**config.mk**
```make
export PLATFORM = sky130hd
export DESIGN_NAME = vic_ctrl
export DESIGN_NICKNAME = d
export VERILOG_FILES = /design/src/core/vic_ctrl.v
export VERILOG_INCLUDE_DIRS = /design/src /design/src/core
export SDC_FILE = /design/constraint.sdc
export NUM_CORES = 1
export LEC_CHECK = 0
export ABC_AREA = 1
export BUFFER_PORTS_ARGS = -buffer_cell sky130_fd_sc_hd__buf_2
export CAP_MARGIN = 20
export CORE_UTILIZATION = 54
export CTS_BUF_LIST = sky130_fd_sc_hd__clkbuf_4 sky130_fd_sc_hd__clkbuf_8 sky130_fd_sc_hd__clkbuf_16
export DETAILED_ROUTE_END_ITERATION = 8
export GPL_TIMING_DRIVEN = 1
export PLACE_DENSITY = 0.81
export SYNTH_ARGS = -nofsm -noshare
export SYNTH_HDL_FRONTEND = slang
export SYNTH_SLANG_ARGS = --single-unit
```
**constraint.sdc**
```tcl
create_clock -name clk -period 47.8 [get_ports clk]
set_input_delay 11.95 -clock clk [delete_from_list [all_inputs] [get_ports clk]]
set_output_delay 11.95 -clock clk [all_outputs]
set_load 0.01 [all_outputs]
```
**src/core/vic_map.vh**
```
// vic_map.vh: constants for the vectored interrupt controller
// assumes inclusion by core/vic_ctrl.v only
`ifndef VIC_MAP_VH
`define VIC_MAP_VH
`define VIC_NUM_IRQ 32
`define VIC_PRIO_W 2
`define VIC_IDX_W 5
`define VIC_WAKE_LO 0
`define VIC_WAKE_HI 10
`define VIC_IRQ_NFC_WAKE 11
`define VIC_IRQ_RTC_WAKE 12
`define VIC_IRQ_NFC 13
`define VIC_IRQ_RTC 14
`define VIC_IRQ_I2C 15
`define VIC_IRQ_T16 16
`define VIC_IRQ_PWR 17
`define VIC_IRQ_T32 18
`define VIC_IRQ_BROWN 19
`define VIC_IRQ_SPI 20
`define VIC_IRQ_TEMP 21
`define VIC_IRQ_CAP 22
`define VIC_IRQ_RSV0 23
`define VIC_IRQ_CUR 24
`define VIC_IRQ_ADC 25
`define VIC_IRQ_WDT 26
`define VIC_IRQ_FLASH 27
`define VIC_IRQ_EE 28
`define VIC_IRQ_RSV1 29
`define VIC_IRQ_RSV2 30
`define VIC_IRQ_GPIO 31
`define VIC_PRIO_NONE 3'h4
`define VIC_ST_IDLE 2'h0
`define VIC_ST_STACK 2'h1
`define VIC_ST_RUN 2'h2
`define VIC_ST_UNSTACK 2'h3
`define VIC_STACK_CYC 4'h8
`define VIC_NEST_MAX 3'h7
`define VIC_STACK_DEPTH 8
`endif

```
**src/core/vic_ctrl.v**
```verilog
// vic_ctrl.v: vectored interrupt controller with source aggregation and entry/exit sequencing
// assumes sources and the core run on clk; pin wake inputs are asynchronous and synchronised here
//
// Summary of operation
// (RULE_01) thirty-two request lines each have an interrupt number from zero and are vectored by that number.
// (RULE_02) each line has a two-bit programmed priority, and only priorities above the running level are taken.
// (RULE_03) among pending lines of equal priority the lowest interrupt number is served first.
// (RULE_04) entry saves and exit restores core state in hardware, with no instruction involvement.
// (RULE_05) a line is asserted while any of its enabled source flags is active.
// (RULE_06) lines 0 to 10 come from port zero pins 0 to 10 acting as deep-sleep wake sources.
// (RULE_07) line 11 is the wireless external-access wake and line 12 the clock-timer wake.
// (RULE_08) line 13 is the wireless access, command or read-acknowledge event.
// (RULE_09) line 14 is the real-time clock timer event.
// (RULE_10) lines 15 to 18 are the i2c state change, 16-bit timer matches, field power and 32-bit timer matches.
// (RULE_11) line 19 is the brownout detector.
// (RULE_12) line 20 combines the four spi fifo and receive conditions.
// (RULE_13) line 21 combines the three temperature sensor conditions.
// (RULE_14) lines 22 and 24 combine the three conditions of the capacitance and current converters.
// (RULE_15) line 31 is the combined port zero gpio status.
// (RULE_16) reserved lines 23, 29 and 30 are tied inactive.
`timescale 1ns/1ps
`include "vic_map.vh"

module vic_ctrl #(
    parameter NUM_IRQ = `VIC_NUM_IRQ,
    parameter STACK_CYC = `VIC_STACK_CYC
) (
    input wire clk, // core clock, 50 MHz
    input wire rst, // synchronous reset, active high
    input wire [10:0] wake_pin, // port zero pins 0..10, asynchronous
    input wire nfc_ext_access, // wireless external access wake
    input wire rtc_wake, // clock timer wake
    input wire [2:0] nfc_flags, // access, command, read ack
    input wire rtc_event, // rtc timer event
    input wire i2c_state_change, // i2c state change
    input wire [2:0] t16_match, // 16-bit timer matches 0..2
    input wire pwr_field_det, // power manager field detect
    input wire [1:0] t32_match, // 32-bit timer matches 0..1
    input wire brownout, // supply drop
    input wire [3:0] spi_flags, // tx half empty, rx half full, rx timeout, rx overrun
    input wire [3:0] spi_flag_en, // per-flag enables
    input wire [2:0] temp_flags, // end of conv, low, high
    input wire [2:0] temp_flag_en, // per-flag enables
    input wire [2:0] cap_flags, // end of conv, low, high
    input wire [2:0] cap_flag_en, // per-flag enables
    input wire [2:0] cur_flags, // end of conv, low, high
    input wire [2:0] cur_flag_en, // per-flag enables
    input wire adc_irq, // adc/dac interrupt
    input wire wdt_irq, // watchdog_irq_flag
    input wire flash_irq, // flash memory
    input wire ee_irq, // eeprom memory
    input wire gpio_status, // general_port_zero combined status
    input wire [NUM_IRQ-1:0] irq_enable, // per-line enable
    input wire [NUM_IRQ-1:0] sw_pend_set, // software pend pulses
    input wire [NUM_IRQ-1:0] sw_pend_clr, // software clear-pend pulses
    input wire [NUM_IRQ*2-1:0] irq_prio, // 2-bit priority per line
    input wire exc_return, // handler finished, pulse
    output wire [NUM_IRQ-1:0] irq_line, // aggregated request lines
    output reg [NUM_IRQ-1:0] pending_ff, // pending state
    output reg [NUM_IRQ-1:0] active_ff, // active state
    output reg [4:0] vector_ff, // vector of running handler
    output reg [2:0] run_level_ff, // running priority, 4 = thread
    output reg stacking_ff, // state save in progress
    output reg unstacking_ff, // state restore in progress
    output reg handler_start_ff // one-cycle pulse: handler begins
);
    reg [10:0] wsync1_ff;
    reg [10:0] wsync2_ff;
    reg [10:0] wsync3_ff;
    reg [10:0] wake_ff;
    reg [1:0] state_ff;
    reg [3:0] cnt_ff;
    localparam [1:0] ST_IDLE = `VIC_ST_IDLE;
    localparam [1:0] ST_STACK = `VIC_ST_STACK;
    localparam [1:0] ST_RUN = `VIC_ST_RUN;
    localparam [1:0] ST_UNSTACK = `VIC_ST_UNSTACK;

    reg [4:0] stack_vec_ff [0:`VIC_STACK_DEPTH-1];
    reg [2:0] stack_lvl_ff [0:`VIC_STACK_DEPTH-1];
    reg [2:0] depth_ff;
    reg [NUM_IRQ-1:0] lines;
    reg [4:0] best_idx;
    reg [2:0] best_pri;
    reg best_vld;
    integer i;
    integer j;

    function [1:0] prio_of;
        input [NUM_IRQ*2-1:0] p;
        input integer n;
        begin
            prio_of = p[n*2 +: 2];
        end
    endfunction

    // second and third stage agree before a pin change counts
    always @(posedge clk) begin
        if (rst) begin
            wsync1_ff <= 11'h000;
            wsync2_ff <= 11'h000;
            wsync3_ff <= 11'h000;
            wake_ff <= 11'h000;
        end else begin
            wsync1_ff <= wake_pin;
            wsync2_ff <= wsync1_ff;
            wsync3_ff <= wsync2_ff;
            wake_ff <= (wsync2_ff & wsync3_ff) | (wake_ff & (wsync2_ff | wsync3_ff));
        end
    end

    always @* begin
        lines = {NUM_IRQ{1'b0}};
        lines[`VIC_WAKE_HI:`VIC_WAKE_LO] = wake_ff; // [RULE_06]
        lines[`VIC_IRQ_NFC_WAKE] = nfc_ext_access; // [RULE_07]
        lines[`VIC_IRQ_RTC_WAKE] = rtc_wake; // [RULE_07]
        lines[`VIC_IRQ_NFC] = |nfc_flags; // [RULE_08] [RULE_05]
        lines[`VIC_IRQ_RTC] = rtc_event; // [RULE_09]
        lines[`VIC_IRQ_I2C] = i2c_state_change; // [RULE_10]
        lines[`VIC_IRQ_T16] = |t16_match; // [RULE_10]
        lines[`VIC_IRQ_PWR] = pwr_field_det; // [RULE_10]
        lines[`VIC_IRQ_T32] = |t32_match; // [RULE_10]
        lines[`VIC_IRQ_BROWN] = brownout; // [RULE_11]
        lines[`VIC_IRQ_SPI] = |(spi_flags & spi_flag_en); // [RULE_12] [RULE_05]
        lines[`VIC_IRQ_TEMP] = |(temp_flags & temp_flag_en); // [RULE_13]
        lines[`VIC_IRQ_CAP] = |(cap_flags & cap_flag_en); // [RULE_14]
        lines[`VIC_IRQ_CUR] = |(cur_flags & cur_flag_en); // [RULE_14]
        lines[`VIC_IRQ_RSV0] = 1'b0; // [RULE_16]
        lines[`VIC_IRQ_RSV1] = 1'b0; // [RULE_16]
        lines[`VIC_IRQ_RSV2] = 1'b0; // [RULE_16]
        lines[`VIC_IRQ_ADC] = adc_irq;
        lines[`VIC_IRQ_WDT] = wdt_irq;
        lines[`VIC_IRQ_FLASH] = flash_irq;
        lines[`VIC_IRQ_EE] = ee_irq;
        lines[`VIC_IRQ_GPIO] = gpio_status; // [RULE_15]
    end
    assign irq_line = lines;

    // descending scan with <= lets the lowest number win ties
    always @* begin
        best_idx = 5'h00;
        best_pri = `VIC_PRIO_NONE;
        best_vld = 1'b0;
        for (i = NUM_IRQ - 1; i >= 0; i = i - 1) begin
            if (pending_ff[i] && irq_enable[i] && !active_ff[i]
                    && {1'b0, prio_of(irq_prio, i)} <= best_pri
                    && {1'b0, prio_of(irq_prio, i)} < run_level_ff) begin // [RULE_02] [RULE_03]
                best_idx = i[4:0]; // [RULE_01]
                best_pri = {1'b0, prio_of(irq_prio, i)};
                best_vld = 1'b1;
            end
        end
    end

    // an active line level sets pending every cycle; set wins over a simultaneous clear
    always @(posedge clk) begin
        if (rst) begin
            pending_ff <= {NUM_IRQ{1'b0}};
        end else begin
            // the line term keeps a still-active level source pending after entry
            pending_ff <= (pending_ff & ~sw_pend_clr & ~((state_ff == ST_STACK && cnt_ff == 4'h0)
                ? ({{(NUM_IRQ-1){1'b0}}, 1'b1} << vector_ff) : {NUM_IRQ{1'b0}}))
                | sw_pend_set | lines; // [RULE_05]
        end
    end

    // entry: save level and vector in hardware, then start the handler
    always @(posedge clk) begin
        if (rst) begin
            state_ff <= ST_IDLE;
            cnt_ff <= 4'h0;
            depth_ff <= 3'h0;
            active_ff <= {NUM_IRQ{1'b0}};
            vector_ff <= 5'h00;
            run_level_ff <= `VIC_PRIO_NONE;
            stacking_ff <= 1'b0;
            unstacking_ff <= 1'b0;
            handler_start_ff <= 1'b0;
            for (j = 0; j < `VIC_STACK_DEPTH; j = j + 1) begin
                stack_vec_ff[j] <= 5'h00;
                stack_lvl_ff[j] <= 3'h0;
            end
        end else begin
            handler_start_ff <= 1'b0;
            case (state_ff)
                ST_IDLE, ST_RUN: begin
                    // limitation: a return request in the cycle a preemption is taken is dropped
                    if (best_vld && depth_ff != `VIC_NEST_MAX) begin // [RULE_04]
                        stack_vec_ff[depth_ff] <= vector_ff;
                        stack_lvl_ff[depth_ff] <= run_level_ff;
                        depth_ff <= depth_ff + 3'h1;
                        vector_ff <= best_idx;
                        run_level_ff <= best_pri;
                        active_ff[best_idx] <= 1'b1;
                        cnt_ff <= STACK_CYC[3:0] - 4'h1;
                        stacking_ff <= 1'b1;
                        state_ff <= ST_STACK;
                    end else if (exc_return && state_ff == ST_RUN) begin
                        cnt_ff <= STACK_CYC[3:0] - 4'h1;
                        unstacking_ff <= 1'b1;
                        state_ff <= ST_UNSTACK;
                    end
                end
                ST_STACK: begin
                    if (cnt_ff == 4'h0) begin
                        stacking_ff <= 1'b0;
                        handler_start_ff <= 1'b1;
                        state_ff <= ST_RUN;
                    end else begin
                        cnt_ff <= cnt_ff - 4'h1;
                    end
                end
                ST_UNSTACK: begin
                    if (cnt_ff == 4'h0) begin // [RULE_04]
                        unstacking_ff <= 1'b0;
                        active_ff[vector_ff] <= 1'b0;
                        depth_ff <= depth_ff - 3'h1;
                        vector_ff <= stack_vec_ff[depth_ff - 3'h1];
                        run_level_ff <= stack_lvl_ff[depth_ff - 3'h1];
                        state_ff <= (depth_ff == 3'h1) ? ST_IDLE : ST_RUN;
                    end else begin
                        cnt_ff <= cnt_ff - 4'h1;
                    end
                end
                default: state_ff <= ST_IDLE;
            endcase
        end
    end
endmodule // vic_ctrl

```
==> impl_metrics.tcl <==
set metrics [dict create \
    outcome "completed" \
    max_frequency_mhz 22.3 \
    switching_share_of_total_power 0.523 \
    post_synthesis_register_bit_count 192 \
    fin_ws_ns 3.01 \
    core.rowCount 55 \
    max_slew.worst_pin.slew_ns 1.01 \
    synthesis.area_per_instance_um2 7.11 \
    drtIter0Drc 1158 \
    routed.top_layer "met5" \
    final_min_period_over_clock_period 0.937 \
    layoutNonFillerInstCount 2397 \
    post-route-drc-count 0 \
    post_synth_inst_count 1778 \
    timing.setup.critical_path_class "input port to register" \
    cts_max_level 4 \
    start_kind "input port" \
    internal_power_uw 498 \
    synth.yosys.seq_area_share 0.355 \
    ys_dominant_reg_cell "sky130_fd_sc_hd__dfxtp_1" \
    drt_wirelength_um 41300 \
    cts_made_buffers 17 \
    cts.sinks 192 \
    area_of_the_placeable_core_um2 22800 \
    place.gp.congestion 0.953 \
    power.ir.vdd_worst_mv 0.0393 \
    sequential_cell_area_um2 4480 \
    timing.critical_path.slowest_cell_delay_ns 0.33 \
    netlist_area_um2 12600 \
    max_cap_viol_count 0 \
    worstSkewPairLatency_ns 0.46 \
    multi_input_area_um2 6900 \
    cts_setup_buffers 0 \
    post_drt_via_cell_ratio 5.60 \
    met3_length_um 3730 \
    async_flop_share 0 \
    detailroute.via_count 13400 \
    critical_path.max_fanout 9 \
    setup_viol_count_final 0 \
    crit_arrival_ns 44.93 \
    power_leakage_nw 7.38 \
    top_cells_by_area_synth "sky130_fd_sc_hd__dfxtp_1 20%, sky130_fd_sc_hd__edfxtp_1 15%, sky130_fd_sc_hd__ha_1 9.6%" \
    floorplan.io_pins 326 \
    flow.area_growth_from_synthesis_pct 19.7 \
    leftover_overflow_at_the_end_of_global_routing 0 \
    power.net_switching_uw 546 \
    synth-edff-count 64 \
    dp_slack_ns 2.57 \
    power_per_cell_area_nw_per_um2 69.0 \
    clk_pin_slew_ns 0.09 \
    finClkSkew_ns 0.0210 \
    yosysWarnings 0 \
    drive_gt1_frac 0.223 \
    hold_path.class "register to register" \
    dr_wl_met2_um 19100 \
    clockRootBuffer "sky130_fd_sc_hd__clkbuf_16" \
    whs_ns 0.405 \
    initial_core_util 0.555 \
    dr.pass1.iters 8 \
    total_grt_usage 0.341 \
    final-hold-violation-count 0 \
    first_global_vias 12400 \
    cts_tree "done" \
    ant_nets 0 \
    end_kind "register" \
    finalWorstPathRequiredPeriod_ns 44.79 \
    synth_top_area_frac 0.203 \
    synthDominantAreaCellType "sky130_fd_sc_hd__dfxtp_1" \
    yosysMostFrequentCell "sky130_fd_sc_hd__nand2_1" \
    first_pass_grt_wire_length_um 63800 \
    p_seq_frac 0.207 \
    pin_count_of_the_biggest_net_entering_global_routing 80 \
    dieHeight_um 155 \
    cp_slowest_cell "sky130_fd_sc_hd__or2_2" \
    ctsHoldBuffers 0 \
    antenna_found_initial 5 \
    placed_cells_incl_taps 2361 \
    wl_per_cell_um 17.2 \
    totalNegativeSetupSlack_ns 0 \
    fp.dieArea_um2 24000 \
    die_boundary_width_um 155 \
    post_synth_most_frequent_cells "286 x sky130_fd_sc_hd__nand2_1, 282 x sky130_fd_sc_hd__nor2_1, 242 x sky130_fd_sc_hd__inv_1" \
    yosysUniqueCellTypes 53 \
    timing.slew.headroom 0.324 \
    finish.net_count 2383 \
    nFillCells 2023 \
    crit_buf_inv 31 \
    cp_top_family "simple AND/OR/NAND/NOR gates" \
    comb_power_share 0.648 \
    hpwlAfterDp_um 31000 \
    met1Wirelength_um 16300 \
    worst-endpoint-required_ns 47.94 \
    final_core_utilization 0.664 \
    clock_tree.buffer_depth 2 \
    slew_violations 0 \
    port_buffers 322 \
    regToRegSetupSlack_ns 13.87 \
    clock_power_share 0.145 \
    crit_path_frequent_cell "sky130_fd_sc_hd__nand2_1" \
]
[metrics by stage]
step / cell area, µm² / power (mW)
detailed placement: 14400 / 0.869
floorplan: 12700 / 0.700
CTS: 15000 / 1.02
global route: 15100 / 1.13
global placement: 14400 / 0.847
finish: 15100 / 1.04
[cells in the final DEF (no fill, tap or decap), drive strengths merged, types with 12 or more instances in the layout]
cell type / n
a21oi: 146
a31oi: 25
and2: 21
buf: 332
clkbuf: 17
clkinv: 16
dfxtp: 128
edfxtp: 64
ha: 97
inv: 267
nand2: 300
nand3: 95
nor2: 304
nor3: 40
o211ai: 12
o21ai: 109
o311ai: 12
o32ai: 16
or2: 15
[cell families (layout without fill, tap and decap cells)]
| logic type | after synthesis | count (layout) | synth area share |
|---|---|---|---|
| AND/OR/NAND/NOR | 796 | 796 | 0.275 |
| AO/OA/AOI/OAI | 357 | 357 | 0.167 |
| buffers and inverters | 332 | 632 | 0.105 |
| flip-flops | 192 | 192 | 0.355 |
| adder cells (fa/ha/maj) | 97 | 97 | 0.0960 |
| XOR/XNOR | 3 | 3 | 0.00208 |
| other | 1 | 7 | 0.000297 |
[timing repair]
| action | in CTS | in global routing |
|---|---|---|
| resized for setup | 0 | 26 |
| setup endpoints to repair | 0 | 92 |
| endpoints found under the hold margin | 0 | 0 |
[worst register-to-register path: cells and delay by family (launching register included)]
kind,cells,cell delay (ns)
adder cells (fa/ha/maj),32,8.54
AO/OA/AOI/OAI,62,6.81
buffers and inverters,32,2.90
flip-flops,1,0.40
AND/OR/NAND/NOR,123,14.91
[flip-flops by register name, indices dropped and copies added, names as in the netlist]
name / flops
pending_ff: 32
vector_ff: 5
active_ff: 32
wake_ff: 11
handler_start_ff: 1
unstacking_ff: 1
wsync3_ff: 11
depth_ff: 3
wsync1_ff: 11
run_level_ff: 3
wsync2_ff: 11
stack_lvl_ff: 24
cnt_ff: 4
stacking_ff: 1
state_ff: 2
stack_vec_ff: 40
[routing by layer]
metal  up-vias  track usage
li1       6493            -
met1      6086        0.420
met2       691        0.559
met3       141       0.0649
met4         2        0.195
met5         -            0
[cell type report]
class,count,share of cell area
inverter,268,0.0683
sequential,192,0.296
timing repair buffer,332,0.112
antenna,4,0.000661
clock inverter,15,0.0131
tap,313,0.0259
clock buffer,17,0.0281
multi-input combinational,1256,0.456
[path summary, 6_finish.rpt]
kind              startpoint            endpoint  depth (start not counted)
max             irq_prio[63]  stack_lvl_ff[5][2]                        248
min             wsync1_ff[7]        wsync2_ff[7]                          2
min reg2reg     wsync1_ff[7]        wsync2_ff[7]                          2
max reg2reg  run_level_ff[1]  stack_lvl_ff[5][2]                        249
[power groups by stage]
stage	Combinational, mW	Clock, mW	Sequential (mW)
after floorplan	0.483	0	0.217
after global placement	0.628	0	0.219
after detailed placement	0.650	0	0.219
after CTS	0.656	0.151	0.215
after global routing	0.757	0.157	0.218
final	0.677	0.151	0.217
No activity file was read; power rests on OpenSTA's default activity.
